<file path="src/design/dsd_pkg.sv">
// Package of constants, types and helpers for the DSP subsystem address decoder
package dsd_pkg;

   // ------------------------------------------------------------------
   // Region boundaries, in word addresses
   // ------------------------------------------------------------------
   localparam logic [22:0] DUAL_RAM_LAST_WORD   = 23'h007FFF;  // Dual access RAM, 64K bytes
   localparam logic [22:0] SINGLE_RAM_LAST_WORD = 23'h013FFF;  // Single access RAM, 96K bytes
   localparam logic [22:0] EXT_LAST_WORD        = 23'h7FBFFF;  // End of external path window
   localparam logic [22:0] ROM_FIRST_WORD       = 23'h7FC000;  // Boot ROM window start

   // ------------------------------------------------------------------
   // I/O space layout: 64K words, 1K-word peripheral sections
   // ------------------------------------------------------------------
   localparam int          IO_ADDR_W       = 16;
   localparam int          IO_SEL_MSB      = 15;
   localparam int          IO_SEL_LSB      = 10;
   localparam int          IO_REG_MSB      = 9;
   localparam logic [5:0]  IO_PRIVATE_LAST = 6'h0F;      // Sections 0..15 on private bus
   localparam logic [5:0]  IO_PUBLIC_LAST  = 6'h2F;      // Sections 16..47 on public bus

   // ------------------------------------------------------------------
   // External path: chip select zero base and reset values
   // ------------------------------------------------------------------
   localparam logic [31:0] CS_ZERO_BASE    = 32'h00000000;
   localparam logic [31:0] PHYS_RESET      = 32'h00000000;
   localparam logic [22:0] WORD_RESET      = 23'h000000;

   // ------------------------------------------------------------------
   // Types
   // ------------------------------------------------------------------
   typedef enum logic [1:0] {
      SRC_CORE_PROG,
      SRC_CORE_DATA,
      SRC_DMA,
      SRC_HOST
   } dsd_src_t;

   typedef enum logic [2:0] {
      TGT_NONE,
      TGT_DUAL_RAM,
      TGT_SINGLE_RAM,
      TGT_ROM,
      TGT_EXT,
      TGT_IO
   } dsd_tgt_t;

   typedef enum logic [1:0] {
      BUS_PRIVATE,
      BUS_PUBLIC,
      BUS_SHARED
   } dsd_bus_t;

   // ------------------------------------------------------------------
   // Helpers
   // ------------------------------------------------------------------
   // Word address of a request: core data is already word addressed
   function automatic logic [22:0] dsd_word_addr(input dsd_src_t src,
                                                 input logic [23:0] addr);
      if (src == SRC_CORE_DATA) begin
         return addr[22:0];
      end
      return addr[23:1];
   endfunction : dsd_word_addr

   // Byte address of a request
   function automatic logic [23:0] dsd_byte_addr(input dsd_src_t src,
                                                 input logic [23:0] addr);
      if (src == SRC_CORE_DATA) begin
         return {addr[22:0], 1'b0};
      end
      return addr;
   endfunction : dsd_byte_addr

   // Peripheral bus class of an I/O section
   function automatic dsd_bus_t dsd_io_bus(input logic [5:0] sect);
      if (sect <= IO_PRIVATE_LAST) begin
         return BUS_PRIVATE;
      end
      if (sect <= IO_PUBLIC_LAST) begin
         return BUS_PUBLIC;
      end
      return BUS_SHARED;
   endfunction : dsd_io_bus

endpackage : dsd_pkg

</file>
<file path="src/design/dsd_xlate.sv">
// Address translation stage of the external memory path
module dsd_xlate
   import dsd_pkg::*;
(
   input  wire logic        clk,
   input  wire logic        srst,
   input  wire logic        ce,
   input  wire logic        load,
   input  wire logic [23:0] virt_byte,
   input  wire logic        xlt_enable,
   input  wire logic        xlt_configured,
   input  wire logic [31:0] xlt_base,
   output logic             ext_req,
   output logic [31:0]      ext_phys_addr
);

   // ------------------------------------------------------------------
   // Translation
   // ------------------------------------------------------------------
   logic [31:0] next_phys;

   // Virtual to physical, or straight into chip select zero space
   always_comb begin
      if (xlt_enable && xlt_configured) begin
         next_phys = xlt_base + {8'h00, virt_byte};
      end else begin
         next_phys = CS_ZERO_BASE + {8'h00, virt_byte};
      end
   end

   // Request to the traffic controller, one pulse per load
   always_ff @(posedge clk) begin
      if (srst) begin
         ext_req       <= 1'b0;
         ext_phys_addr <= PHYS_RESET;
      end else if (ce) begin
         ext_req <= load;
         if (load) begin
            ext_phys_addr <= next_phys;
         end
      end
   end
endmodule : dsd_xlate

</file>
<file path="src/design/dsd_router.sv">
// Address decoder and request router of the DSP subsystem
module dsd_router
   import dsd_pkg::*;
(
   input  wire logic        clk,
   input  wire logic        srst,
   input  wire logic        ce,
   input  wire logic        req_valid,
   input  dsd_src_t         req_src,
   input  wire logic [23:0] req_addr,
   input  wire logic        req_io,
   input  wire logic        req_byte,
   input  wire logic        rom_map_select,
   input  wire logic        shared_grant_dsp,
   input  wire logic        xlt_enable,
   input  wire logic        xlt_configured,
   input  wire logic [31:0] xlt_base,
   output logic             out_valid,
   output dsd_tgt_t         out_target,
   output logic [22:0]      out_word_addr,
   output logic             out_err,
   output logic             io_private_req,
   output logic             io_public_req,
   output logic             io_shared_req,
   output logic [5:0]       io_periph_sel,
   output logic [9:0]       io_reg_index,
   output logic             ext_req,
   output logic [31:0]      ext_phys_addr
);

   // ------------------------------------------------------------------
   // Address normalisation
   // ------------------------------------------------------------------
   logic [22:0] word_addr;
   logic [23:0] byte_addr;
   logic [5:0]  io_sect;
   logic [9:0]  io_reg;
   dsd_bus_t    io_bus;
   logic        from_core;

   // Core data is word addressed, fetch and DMA are byte addressed
   assign word_addr = dsd_word_addr(req_src, req_addr);
   assign byte_addr = dsd_byte_addr(req_src, req_addr);

   // Section and register index of an I/O word address
   assign io_sect   = req_addr[IO_SEL_MSB:IO_SEL_LSB];
   assign io_reg    = req_addr[IO_REG_MSB:0];
   assign io_bus    = dsd_io_bus(io_sect);
   assign from_core = (req_src == SRC_CORE_PROG) || (req_src == SRC_CORE_DATA);

   // ------------------------------------------------------------------
   // Region decode
   // ------------------------------------------------------------------
   dsd_tgt_t next_target;
   logic     next_err;
   logic     io_allowed;

   // Peripheral bus access rights per requester
   always_comb begin
      io_allowed = 1'b0;
      unique case (io_bus)
         BUS_PRIVATE: io_allowed = from_core;
         BUS_PUBLIC:  io_allowed = 1'b1;
         BUS_SHARED:  begin
            if (req_src == SRC_HOST) begin
               io_allowed = !shared_grant_dsp;
            end else begin
               io_allowed = shared_grant_dsp;
            end
         end
         default:     io_allowed = 1'b0;
      endcase
   end

   // Target selection for one request
   always_comb begin
      next_target = TGT_NONE;
      next_err    = 1'b0;
      if (req_io) begin
         // Separate space, word accesses only
         if (req_byte || !io_allowed) begin
            next_err = 1'b1;
         end else begin
            next_target = TGT_IO;
         end
      end else if (req_src == SRC_HOST) begin
         // Host reaches only the I/O space here
         next_err = 1'b1;
      end else if (word_addr <= DUAL_RAM_LAST_WORD) begin
         next_target = TGT_DUAL_RAM;
      end else if (word_addr <= SINGLE_RAM_LAST_WORD) begin
         next_target = TGT_SINGLE_RAM;
      end else if (word_addr <= EXT_LAST_WORD) begin
         next_target = TGT_EXT;
      end else if (rom_map_select) begin
         next_target = TGT_EXT;
      end else begin
         next_target = TGT_ROM;
      end
   end

   // ------------------------------------------------------------------
   // Registered routing outputs
   // ------------------------------------------------------------------
   // Target, word address and error flag
   always_ff @(posedge clk) begin
      if (srst) begin
         out_valid     <= 1'b0;
         out_target    <= TGT_NONE;
         out_word_addr <= WORD_RESET;
         out_err       <= 1'b0;
      end else if (ce) begin
         out_valid <= req_valid;
         out_err   <= req_valid && next_err;
         if (req_valid) begin
            out_target    <= next_target;
            out_word_addr <= req_io ? {7'h00, req_addr[IO_SEL_MSB:0]} : word_addr;
         end else begin
            out_target <= TGT_NONE;
         end
      end
   end

   // Peripheral bus strobes, only one section at a time
   always_ff @(posedge clk) begin
      if (srst) begin
         io_private_req <= 1'b0;
         io_public_req  <= 1'b0;
         io_shared_req  <= 1'b0;
         io_periph_sel  <= 6'h00;
         io_reg_index   <= 10'h000;
      end else if (ce) begin
         io_private_req <= req_valid && next_target == TGT_IO && io_bus == BUS_PRIVATE;
         io_public_req  <= req_valid && next_target == TGT_IO && io_bus == BUS_PUBLIC;
         io_shared_req  <= req_valid && next_target == TGT_IO && io_bus == BUS_SHARED;
         if (req_valid && next_target == TGT_IO) begin
            io_periph_sel <= io_sect;
            io_reg_index  <= io_reg;
         end
      end
   end

   // ------------------------------------------------------------------
   // External memory port
   // ------------------------------------------------------------------
   logic ext_load;

   // The only way out to external memory
   assign ext_load = req_valid && next_target == TGT_EXT;

   dsd_xlate u_xlate (
      .clk            (clk),
      .srst           (srst),
      .ce             (ce),
      .load           (ext_load),
      .virt_byte      (byte_addr),
      .xlt_enable     (xlt_enable),
      .xlt_configured (xlt_configured),
      .xlt_base       (xlt_base),
      .ext_req        (ext_req),
      .ext_phys_addr  (ext_phys_addr)
   );

   logic mem_req;
   assign mem_req = ce && req_valid && !req_io && req_src != SRC_HOST;
endmodule : dsd_router

</file>
<file path="config.mk">
export PLATFORM = sky130hd
export DESIGN_NAME = dsd_router
export DESIGN_NICKNAME = d
export VERILOG_FILES = /design/src/design/dsd_pkg.sv /design/src/design/dsd_xlate.sv /design/src/design/dsd_router.sv
export SDC_FILE = /design/constraint.sdc
export NUM_CORES = 1
export LEC_CHECK = 0
export BUFFER_PORTS_ARGS = -buffer_cell sky130_fd_sc_hd__buf_2
export CAP_MARGIN = 20
export CORE_ASPECT_RATIO = 2
export CORE_MARGIN = 2
export CORE_UTILIZATION = 53
export DETAILED_ROUTE_END_ITERATION = 8
export PLACE_DENSITY = 0.81
export SETUP_SLACK_MARGIN = 0.05
export SYNTH_ARGS = -nofsm -noshare
export SYNTH_HDL_FRONTEND = slang
export SYNTH_SLANG_ARGS = --single-unit
</file>
<file path="constraint.sdc">
create_clock -name clk -period 5.1 [get_ports clk]
set_input_delay 0.765 -clock clk [delete_from_list [all_inputs] [get_ports clk]]
set_output_delay 0.765 -clock clk [all_outputs]
set_load 0.03 [all_outputs]
</file>
Word level (Yosys, flattened, before mapping)
Cells that the tools add are included.

operators by class
  muxes and demuxes = 27
  $mul = 0
  divide/modulo/power cells = 0
  reductions and logical operators = 16
  bitwise gates (word level) = 0
  shifts and indexed selects = 0
  add/subtract/negate cells = 1
  $lt $le $gt $ge = 5
  equal/unequal tests = 6

operator list
  operator              count
  $mux 23               3
  $mux 24               2
  $add 32x24->32        1
  $mux 32               1
  $mux 3                8
  $le 23x15->1 const B  1
  $le 23x17->1 const B  1
  $le 23x23->1 const B  1
  $mux 1                8
  $mux 2                4
  $logic_and 1x1->1     7
  $eq 3x3->1 const B    2
  $le 6x4->1 const B    1
  $le 6x6->1 const B    1
  $reduce_and 2->1      3
  $eq 2x1->1 const B    2
  $eq 2x2->1 const B    2
  $logic_not 2->1       2
  $pmux 1 s3            1
  $logic_not 1->1       2
  $logic_or 1x1->1      2

word-level totals
  bits in read-only memories = 0
  input port bits = 68
  output and inout bits = 80
  latch bits = 0
  memories kept = 0
  bits in registers = 80
  RAM bits = 0

Logic depth before layout (Yosys ltp)
Gate-level depths: netlist of run 1.

  word-level depth = 14
  depth in mapped cells = 17
  depth with buffers taken out = 14

Modules after synthesis
Synthesis of run 1 repeated with hierarchy kept, for this count alone.

second synthesis, totals
  cell total of the unflattened synthesis = 705
  area, all modules = 5,272.6 sq um

by module, submodules not included
  module      area each (sq um)  cells each  times used
  dsd_xlate   2,775.2            370         1
  dsd_router  2,497.4            335         1

Worst setup path after synthesis of run 1
OpenSTA, ideal clock, no wires.

  kind = input to register
  from = in req_src[1]
  to = reg u_xlate.ext_phys_addr[31]
  cell stages on the path = 17
  path slack = 0.593 ns
  data arrival time = 4.385 ns
  required time = 4.978 ns
  path through = nand2b_1 > buf_4 > buf_2 > buf_2 > buf_1 > mux2i_1 > inv_1 > ha_1 > a2111oi_0 > o21ai_1 > a211oi_1 > nor2_1 > a31oi_1 > o22ai_1 > o311ai_1 > xor2_1 > o21ai_0

between the ends
  word-level cells in the longest chain between the ends = 12
  elaborated cells on any way between the ends = 25
  those cells by class = add/sub (1); order compare (3); eq/ne (3); mux (12); reduce/logical (6)

RTL lines
  what                               line                                            RTL
  start, declared                    dsd_router.sv:9                                 input dsd_src_t req_src,
  $eq 2x1->1                         dsd_pkg.sv:60, dsd_pkg.sv:69, dsd_router.sv:49
  $mux 1                             dsd_pkg.sv:60, dsd_pkg.sv:69
  $mux 23                            dsd_pkg.sv:63                                   return addr[23:1];
  $le 23x23->1                       dsd_router.sv:93                                end else if (word_addr <= EXT_LAST_WORD) begin
  $mux 3                             dsd_router.sv:93
  $mux 3                             dsd_router.sv:91                                end else if (word_addr <= SINGLE_RAM_LAST_WORD) begin
  $mux 3                             dsd_router.sv:89                                end else if (word_addr <= DUAL_RAM_LAST_WORD) begin
  $mux 3                             dsd_router.sv:86                                end else if (req_src == SRC_HOST) begin
  $mux 3                             dsd_router.sv:79                                if (req_io) begin
  $eq 3x3->1                         dsd_router.sv:149                               assign ext_load = req_valid && next_target == TGT_EXT;
  $logic_and 1x1->1                  dsd_router.sv:149
  $reduce_and 2->1 (no source line)  n/a
  end signal, assigned               dsd_xlate.sv:39                                 ext_phys_addr <= next_phys;
  end, declared                      dsd_xlate.sv:14                                 output logic [31:0] ext_phys_addr

Parallel ways exist; a longest one is shown, timed or not.
A chain may end at the register's enable or synchronous reset.

Final worst setup path of run 1
Same ends and word-level chain as after synthesis.

==> results.cfg, run 1 <==
[detailed_routing]
via_per_inst = 5.975
dr.pass1.iters = 5
wire_per_inst_um = 18.15
drtIter0Drc = 425
vias = 5664
drtAntennaViolNets = 0
wirelength_mm = 17.21
drc_errors = 0

[sta]
worstMarginPinSlew_ps = 918.5
finalCriticalPeriod_ps = 4355
finalSetupTns_ps = 0
finalSetupViolCount = 0
fmax_mhz = 229.6
slew_headroom = 0.3877
skew_ps = 0
rsz0062_at_grt = no
hold_violations = 0
drv_slew = 0
post-route-period-util = 0.8539

[cts]
htree_num_levels = 3
cts_root_buffer = clkbuf_16
insertion_delay_ps = 340
numCtsBuffers = 9
post_cts_resized = 0
clk_path_buf_depth = 2
postCtsHoldBufs = 0
clkSinkCount = 80
tritoncts = built
cts_setup_buffers = 0
clk_pin_slew_ps = 60

[setup_path]
crit_chain = buf_2 -> nand2b_1 -> mux2i_1 -> inv_1 -> ha_1 -> a2111oi_0 -> o21ai_1 -> a211oi_1 -> nor2_1 -> a31oi_1 -> o22ai_1 -> o311ai_1 -> xor2_1 -> o21ai_0
worstReg2RegEnd = u_xlate.ext_phys_addr[21]$_SDFFE_PP0P_
arrival_ps = 4560
start_kind = primary input
reg2reg_from = u_xlate.ext_phys_addr[21]$_SDFFE_PP0P_
crit_path_end_kind = register
crit_type = primary input to register
crit_path_max_fanout = 8
crit_required_ps = 5310
r2r_cells = 2
slowest_stage = mux2i_1
startpoint = req_src[1]
crit_path_max_incr_delay_ps = 530
reg2reg_slack_ps = 4180

[power_and_ir_drop]
irDropWorstVdd_uv = 295.1
p_leak_nw = 2.919
total_power_mw = 1.813
comb_power_share = 0.264
p_int_mw = 1.217
switching_share = 0.3286
clkPwrFrac = 0.374
power_density_nw_per_um2 = 285.5
pwr-share-seq = 0.362
p_sw_mw = 0.5957

[hold_path]
min_path_type = register to register
min_to = u_xlate.ext_phys_addr[7]$_SDFFE_PP0P_
whs_path_depth = 2
worstHoldStart = u_xlate.ext_phys_addr[7]$_SDFFE_PP0P_

[floorplanning]
initial_core_util = 0.5417
die-width_um = 74.18
die_area_sq_um = 10710
rows = 51
die_height_um = 144.4
core_area_sq_um = 9635
io-pin-count = 148

[synthesis]
synth_cells = 686
synth_top_area_cell = dfxtp_1
yosysTopAreaCellShare = 0.3068
syn-num-nets = 777
ys_warn_count = 0
synth_seq_cells = 80
synth_commonest_cells = nor2_1, dfxtp_1, a21oi_1
netlist_area_sq_um = 5220
yosysMostFrequentCell = nor2_1
avgSynthCellArea_sq_um = 7.609
ys_seq_area_frac = 0.3068
ys.flop_type = dfxtp_1
ys_types = 63
postSynth.asyncResetShare = 0
synth-edff-count = 0
netlist_top_cells_area = dfxtp_1, nor2_1, a21oi_1

[finish]
syn2layout_area_growth_pct = 21.62
n_antenna_cell = 0
layout-drive-gt1-share = 0.2267
nNetsFinal = 902

[global_routing]
grt_pass1_wl_mm = 25.84
track_usage = 0.3192
grt_max_degree = 81
grt-ovfl-total = 0
grt_pass1_vias = 5432
antenna_found_initial = 0

[placement]
io_buffer_count = 147
gp_congestion = 0.9490
place_hpwl_mm = 13.12

[job]
max_cap_violations = 0

[status]
status = complete, no violations
==> power by group through the flow <==
stage / clock (mW) / combinational, mW / sequential [mW]
final: 0.679 / 0.478 / 0.656
after CTS: 0.686 / 0.472 / 0.656
after global placement: 0 / 0.460 / 0.669
after floorplan: 0 / 0.288 / 0.710
after detailed placement: 0 / 0.469 / 0.670
after global routing: 0.712 / 0.517 / 0.658
==> metal layers <==
metal  share of wire  wire length [um]  up-vias  track usage
met5               0                 0        -            0
met4           0.088              1509        0       0.2833
met3           0.048               829       77      0.04669
met2            0.53              9205      263       0.5733
met1            0.33              5663     2643       0.2966
li1                -                 -     2681            -
==> sequential cells by signal (all words and copies together) (netlist names), 3 cells and up <==
name / count
u_xlate.ext_phys_addr: 32
out_target: 3
io_reg_index: 10
out_word_addr: 23
io_periph_sel: 6
==> cells by family after synthesis <==
| kind of cell | count (synthesis) | synth area share |
|---|---|---|
| multiplexers | 35 | 0.07071 |
| AND/OR/NAND/NOR | 252 | 0.2176 |
| flip-flops | 80 | 0.3068 |
| buffers and inverters | 67 | 0.05057 |
| XOR/XNOR | 35 | 0.05872 |
| AO/OA/AOI/OAI | 191 | 0.2332 |
| adder cells (fa/ha/maj) | 26 | 0.06232 |
==> worst max path at each step <==
stage                                                  end  depth (start not counted)
floorplan           u_xlate.ext_phys_addr[31]$_SDFFE_PP0P_                         17
global placement    u_xlate.ext_phys_addr[31]$_SDFFE_PP0P_                         14
detailed placement  u_xlate.ext_phys_addr[31]$_SDFFE_PP0P_                         14
CTS                 u_xlate.ext_phys_addr[31]$_SDFFE_PP0P_                         14
global route        u_xlate.ext_phys_addr[31]$_SDFFE_PP0P_                         14
finish              u_xlate.ext_phys_addr[31]$_SDFFE_PP0P_                         14
==> stage by stage <==
| step | util | hold slack, ps | worst slack (ps) | std cells | cell area [sq um] |
|---|---|---|---|---|---|
| 2_1_floorplan | - | 579.9 | 592.8 | 686 | 5220 |
| 5_1_grt | 0.6589 | 477.2 | 501.1 | 948 | 6349 |
| 3_5_place_dp | 0.6249 | 448.8 | 485.6 | 931 | 6021 |
| 4_1_cts | 0.6573 | 457.3 | 821.0 | 947 | 6334 |
| 3_3_place_gp | 0.6249 | 433.5 | 583.3 | 931 | 6021 |
| 6_report | 0.6589 | 452.5 | 745.1 | 948 | 6349 |
==> cell type report <==
| class | instances | area (sq um) |
|---|---|---|
| Inverter | 23 | 86.33 |
| Sequential cell | 80 | 1602 |
| Multi-Input combinational cell | 539 | 3357 |
| Fill cell | 850 | 3287 |
| Timing Repair Buffer | 158 | 825.8 |
| Tap cell | 132 | 165.2 |
| Clock buffer | 10 | 239.0 |
| Clock inverter | 6 | 73.82 |
==> layout by cell type (no fill, tap or decap), drive strengths merged, types with 3 or more instances in the layout <==
cell       n
xnor2     19
a211oi    19
nand3     13
nand2b     6
a221oi     4
o21ai     29
maj3       3
mux2i     32
nand2     53
nor2     121
nor3      20
a21o      10
xor2      16
clkbuf    10
and3       8
clkinv     4
nand3b     4
a22oi     10
and2       6
a21oi     75
or4        3
dfxtp     80
ha        22
a311o      3
a2111oi    3
a31oi      5
o211ai    13
nor3b      4
inv       24
nand4      3
and3b      3
buf      158
o21bai     3
o22ai      5
==> critical path, delay by kind of cell <==
family | cells | cell delay [ps]
and+or+nand+nor | 2 | 510
muxes | 1 | 530
AOI/OAI and AO/OA | 7 | 2110
buffers and inverters | 2 | 240
adders and majority gates | 1 | 230
xor gates and xnor gates | 1 | 160
Note: power is estimated with default switching activity, not from simulation.
==> run 2: changes to the inputs <==
CORE_UTILIZATION = 54   (was 53)
CTS_BUF_LIST = sky130_fd_sc_hd__clkbuf_2   (was default)
PLACE_DENSITY = 0.82   (was 0.81)
==> run 2 against run 1 <==
Via count shrank 1.7%. Critical path depth is the same. Core utilization shrank 0.83 points. Die area shrank 1.8%. Worst hold slack lost 23 ps. Combinational power shrank 1%. First-iteration DRC count grew 4.2%. Setup slack gained 350 ps. Critical endpoint unchanged. Largest power group is now sequential cells.
==> results.cfg, run 2 (synthesized netlist as in run 1, its figures left out) <==
[global_routing]
grt_pass1_vias = 5451
grt_max_degree = 82
track_usage = 0.3178
antenna_found_initial = 1
grt_pass1_wl_mm = 25.60
grt-ovfl-total = 0

[detailed_routing]
dr.pass1.iters = 6
wirelength_mm = 16.65
drc_errors = 0
drtAntennaViolNets = 0
via_per_inst = 6.049
vias = 5565
drtIter0Drc = 443
wire_per_inst_um = 18.09

[sta]
rsz0062_at_grt = no
finalSetupViolCount = 0
setup_slack_ps = 1098
drv_slew = 0
finalSetupTns_ps = 0
worstMarginPinSlew_ps = 921.5
slew_headroom = 0.3856
skew_ps = 0
hold_violations = 0
finalCriticalPeriod_ps = 4002
post-route-period-util = 0.7848
fmax_mhz = 249.9

[finish]
largest_register = u_xlate.ext_phys_addr
multiInputGateArea_sq_um = 3357
post-route-util = 0.6505
fin_area_sq_um = 6105
reg.largest.list = u_xlate.ext_phys_addr (32), out_word_addr (23), io_reg_index (10)
largest_reg_flops = 32
layout_common_cells = buf_2, nor2_1, dfxtp_1
nNetsFinal = 901
layout.area.seq_sq_um = 1602
syn2layout_area_growth_pct = 16.95
stdcell_count = 920
layout-drive-gt1-share = 0.2245
layout_commonest_cell = buf_2
fillers = 829

[status]
status = complete, no violations

[placement]
placed_area_sq_um = 5978
dpl_worst_slack_ps = 481.1
io_buffer_count = 147
gp_congestion = 0.9398
placed_cells = 902
place_hpwl_mm = 12.70

[setup_path]
crit_type = primary input to register
crit_path_max_fanout = 8
arrival_ps = 4520
crit_path_end_kind = register
start_kind = primary input
crit_required_ps = 5620

[cts]
postCtsHoldBufs = 0
clk_pin_slew_ps = 240
clkSinkCount = 80
clk_path_buf_depth = 2
post_cts_resized = 0
cts_root_buffer = clkbuf_2
numCtsBuffers = 9
tritoncts = built
htree_num_levels = 3
cts_setup_buffers = 0
insertion_delay_ps = 590

[floorplanning]
io-pin-count = 148
die_area_sq_um = 10520
die_height_um = 143.0
rows = 50
die-width_um = 73.52
initial_core_util = 0.5563
core_area_sq_um = 9384

[power_and_ir_drop]
power_density_nw_per_um2 = 239.1
p_leak_nw = 2.820
irDropWorstVdd_uv = 187.9

[hold_path]
min_path_type = primary input to register

[job]
max_cap_violations = 0
[run 2: changes by cell type in the layout (fill, tap and decap cells not counted), moves of 2 or more]
cell / before / now
clkbuf_2: 0 / 9
clkbuf_16: 9 / 1
clkinv_4: 3 / 1
clkinvlp_4: 0 / 2
[run 2: per-stage QoR]
step | total power [mW] | hold slack [ps]
final | 1.460 | 429.5
after global routing | 1.528 | 442.2
after CTS | 1.456 | 426.3
after detailed placement | 1.134 | 442.6
after global placement | 1.125 | 432.1
after floorplan | 0.9979 | 579.9
[run 2: critical path: stages]
cell	delay [ps]
buf_2	160
nor2b_1	550
nor2_1	80
a21oi_1	410
inv_1	90
ha_1	350
and3_1	220
a221o_1	340
maj3_1	350
a31oi_1	350
o22ai_1	210
o311ai_1	370
xor2_1	180
o21ai_0	80
[run 2: area by class of cell]
| cell class | instances | share of cell area |
|---|---|---|
| multi-input cells | 539 | 0.5499 |
| flip-flops and latches | 80 | 0.2623 |
| repair buffers | 157 | 0.1357 |
| well taps | 104 | 0.02132 |
| inverters | 23 | 0.01414 |
| clock inverters | 7 | 0.008813 |
| clock buffers | 9 | 0.007379 |
| diodes | 1 | 0.0004099 |
[run 2: path summary, 6_finish.rpt]
path / from / to / slack [ps] / depth (start not counted)
hold reg to reg: u_xlate.ext_phys_addr[7]$_SDFFE_PP0P_ / u_xlate.ext_phys_addr[7]$_SDFFE_PP0P_ / 470 / 2
setup / recovery: req_src[0] / u_xlate.ext_phys_addr[31]$_SDFFE_PP0P_ / 1100 / 14
setup reg to reg: u_xlate.ext_phys_addr[21]$_SDFFE_PP0P_ / u_xlate.ext_phys_addr[21]$_SDFFE_PP0P_ / 4190 / 2
hold / removal: xlt_base[30] / u_xlate.ext_phys_addr[30]$_SDFFE_PP0P_ / 430 / 3
[run 2: per-layer routing]
layer  global-route usage  vias to the layer above  part of all wire
met5                    0                        -                 0
met4               0.2718                        0             0.092
met3              0.05434                       80             0.051
met2               0.5677                      235              0.52
met1               0.2959                     2566              0.33
li1                     -                     2684                 -
[run 2: report_power, final]
group	leakage (nW)	switching, mW	internal, mW
Clock	0.0570	0.262	0.0687
Combinational	2.11	0.299	0.173
Sequential	0.649	0.00975	0.648
==> run 3: changes to the inputs <==
ABC_AREA = 1   (was default)
CORE_UTILIZATION = 50   (was 54)
PLACE_DENSITY = 0.79   (was 0.82)
clock period = 3.4 ns   (was 5.1 ns; I/O delays follow)
==> run 3 against run 2 <==
Clock power grew 81%. Clock skew is the same. Critical path depth grew 5. Combinational power grew 77%. Die area grew 15%. First-iteration DRC count shrank 6.1%. Worst hold slack lost 250 ps. Count of clock-buffer cells in the layout is the same. Largest cell class unchanged.
==> results.cfg, run 3 <==
[cts]
postCtsHoldBufs = 0
clk_pin_slew_ps = 280
clk_path_buf_depth = 2
numCtsBuffers = 9
clkSinkCount = 80
htree_num_levels = 3
insertion_delay_ps = 610
tritoncts = built
cts_root_buffer = clkbuf_2
cts_setup_buffers = 0
post_cts_resized = 0

[synthesis]
ys_warn_count = 0
synthAdderAreaFrac = 0.05280
syn-num-nets = 1002
synthSimpleGateAreaFrac = 0.3409
synth_commonest_cells = nand2_1, a21oi_1, inv_1
netlist_top_cells_area = dfxtp_1, nand2_1, a21oi_1
synth_mux_area_frac = 0.003579
postSynth.asyncResetShare = 0
yosysMostFrequentCell = nand2_1
synth_cells = 911
synth_seq_cells = 80
ys.flop_type = dfxtp_1
yosysTopAreaCellShare = 0.2864
netlist_area_sq_um = 5593
ys_types = 38
synth-edff-count = 0
synth_xor_area_frac = 0.01723
synth_compound_area_frac = 0.1991
avgSynthCellArea_sq_um = 6.139
synth_top_area_cell = dfxtp_1
ys_seq_area_frac = 0.2864
synth_top_family_by_area = simple AND/OR/NAND/NOR gates

[power_and_ir_drop]
total_power_mw = 2.433
clkPwrFrac = 0.246
comb_power_share = 0.342
irDropWorstVdd_uv = 270.4
p_int_mw = 1.435
power_density_nw_per_um2 = 366.7
switching_share = 0.4100
p_leak_nw = 3.526
p_sw_mw = 0.9975
pwr-share-seq = 0.412

[placement]
gp_congestion = 1.003
place_hpwl_mm = 15.50
io_buffer_count = 147

[finish]
nNetsFinal = 1152
largest_reg_flops = 32
syn2layout_area_growth_pct = 18.64
reg.largest.list = u_xlate.ext_phys_addr (32), out_word_addr (23), io_reg_index (10)
layout_common_cells = nand2_1, buf_2, a21oi_1
layout-drive-gt1-share = 0.2092
layout_commonest_cell = nand2_1
largest_register = u_xlate.ext_phys_addr

[global_routing]
grt_max_degree = 34
grt-ovfl-total = 0
grt_pass1_wl_mm = 30.54
antenna_found_initial = 1
track_usage = 0.3271
grt_pass1_vias = 6250

[detailed_routing]
drtIter0Drc = 416
wirelength_mm = 19.74
vias = 6530
wire_per_inst_um = 16.35
dr.pass1.iters = 5
via_per_inst = 5.410
drtAntennaViolNets = 0
drc_errors = 0

[setup_path]
slowest_stage = o21ai_0
arrival_ps = 3460
cpMostUsedCell = nand2_1
crit_path_max_incr_delay_ps = 590
crit_type = primary input to register
startpoint = req_src[1]
crit_chain = buf_2 -> inv_2 -> nand2_2 -> buf_4 -> o21ai_0 -> ha_1 -> nand2_1 -> inv_1 -> a21oi_1 -> nand2_1 -> nand2_1 -> nand2_1 -> nand2_1 -> nand2_1 -> nand2_1 -> nand3_1 -> nand3_1 -> nand3_1 -> a21oi_2
crit_path_max_fanout = 25
start_kind = primary input
crit_required_ps = 3950
reg2reg_from = out_word_addr[6]$_SDFFE_PP0P_
crit_path_end_kind = register

[sta]
finalSetupViolCount = 0
rsz0062_at_grt = no
hold_violations = 0
drv_slew = 0
worstMarginPinSlew_ps = 744.2
skew_ps = 0
slew_headroom = 0.5033
post-route-period-util = 0.8556
finalCriticalPeriod_ps = 2909
finalSetupTns_ps = 0
fmax_mhz = 343.8

[floorplanning]
initial_core_util = 0.5141
die_area_sq_um = 12100
rows = 54
core_area_sq_um = 10880
io-pin-count = 148
die_height_um = 153.6
die-width_um = 78.79

[hold_path]
worstHoldStart = req_addr[5]
min_path_type = primary input to register

[status]
status = complete, no violations

[job]
max_cap_violations = 0
-- run 3: cell types whose count changed in the layout (fill, tap and decap cells not counted), moves of 28 or more --
cell and change:
nand2_1 +222, inv_1 +72, nand3_1 +47, o21ai_0 +47
nor2_1 -38, mux2i_1 -30, a21oi_1 +28
-- run 3: stage by stage --
stage          worst slack (ps)  area, sq um    util  instances  hold slack, ps
2_1_floorplan             430.7         5593       -        911           589.5
3_3_place_gp              1.669         6504  0.5979       1190           449.5
3_5_place_dp             -59.25         6504  0.5979       1190           452.9
4_1_cts                   582.5         6633  0.6097       1206           167.2
5_1_grt                   273.9         6635  0.6100       1207           162.6
6_report                  491.0         6635  0.6100       1207           178.2
-- run 3: cell families after synthesis --
| group | count (synthesis) |
|---|---|
| adder cells (fa/ha/maj) | 23 |
| flip-flops | 80 |
| XOR/XNOR | 11 |
| buffers and inverters | 132 |
| AO/OA/AOI/OAI | 205 |
| multiplexers | 2 |
| AND/OR/NAND/NOR | 458 |
-- run 3: path summary, 6_finish.rpt --
path | slack, ps | to | cells after the start
max reg2reg | 2640 | out_word_addr[6]$_SDFFE_PP0P_ | 2
min | 180 | io_reg_index[5]$_SDFFE_PP0P_ | 3
max | 490 | u_xlate.ext_phys_addr[31]$_SDFFE_PP0P_ | 19
min reg2reg | 480 | out_word_addr[19]$_SDFFE_PP0P_ | 2
-- run 3: power groups by stage --
stage	combinational, mW	clock [mW]	sequential, mW
floorplan	0.471	0	1.10
finish	0.832	0.598	1.00
CTS	0.822	0.604	1.00
global route	0.911	0.627	1.01
detailed placement	0.818	0	1.02
global placement	0.816	0	1.02
-- run 3: final cells by class --
class / instances / area (sq um)
antenna: 1 / 2.502
clock inverter: 7 / 83.83
fill: 1145 / 4243
inverter: 99 / 371.6
clock buffer: 9 / 45.04
sequential: 80 / 1602
tap: 140 / 175.2
timing repair buffer: 172 / 923.4
multi-input combinational: 699 / 3432
-- run 3: worst max-delay path, delay by kind of cell --
kind,cells,cell delay [ps]
AO/OA/AOI/OAI,3,960
buffers and inverters,4,450
adder cells (fa/ha/maj),1,410
AND/OR/NAND/NOR,11,1140
-- run 3: per-layer routing --
| layer | vias to the layer above | track usage | share of wire |
|---|---|---|---|
| li1 | 3255 | - | - |
| met1 | 2921 | 0.3068 | 0.33 |
| met2 | 260 | 0.6072 | 0.53 |
| met3 | 94 | 0.04812 | 0.047 |
| met4 | 0 | 0.2581 | 0.084 |
| met5 | - | 0 | 0 |
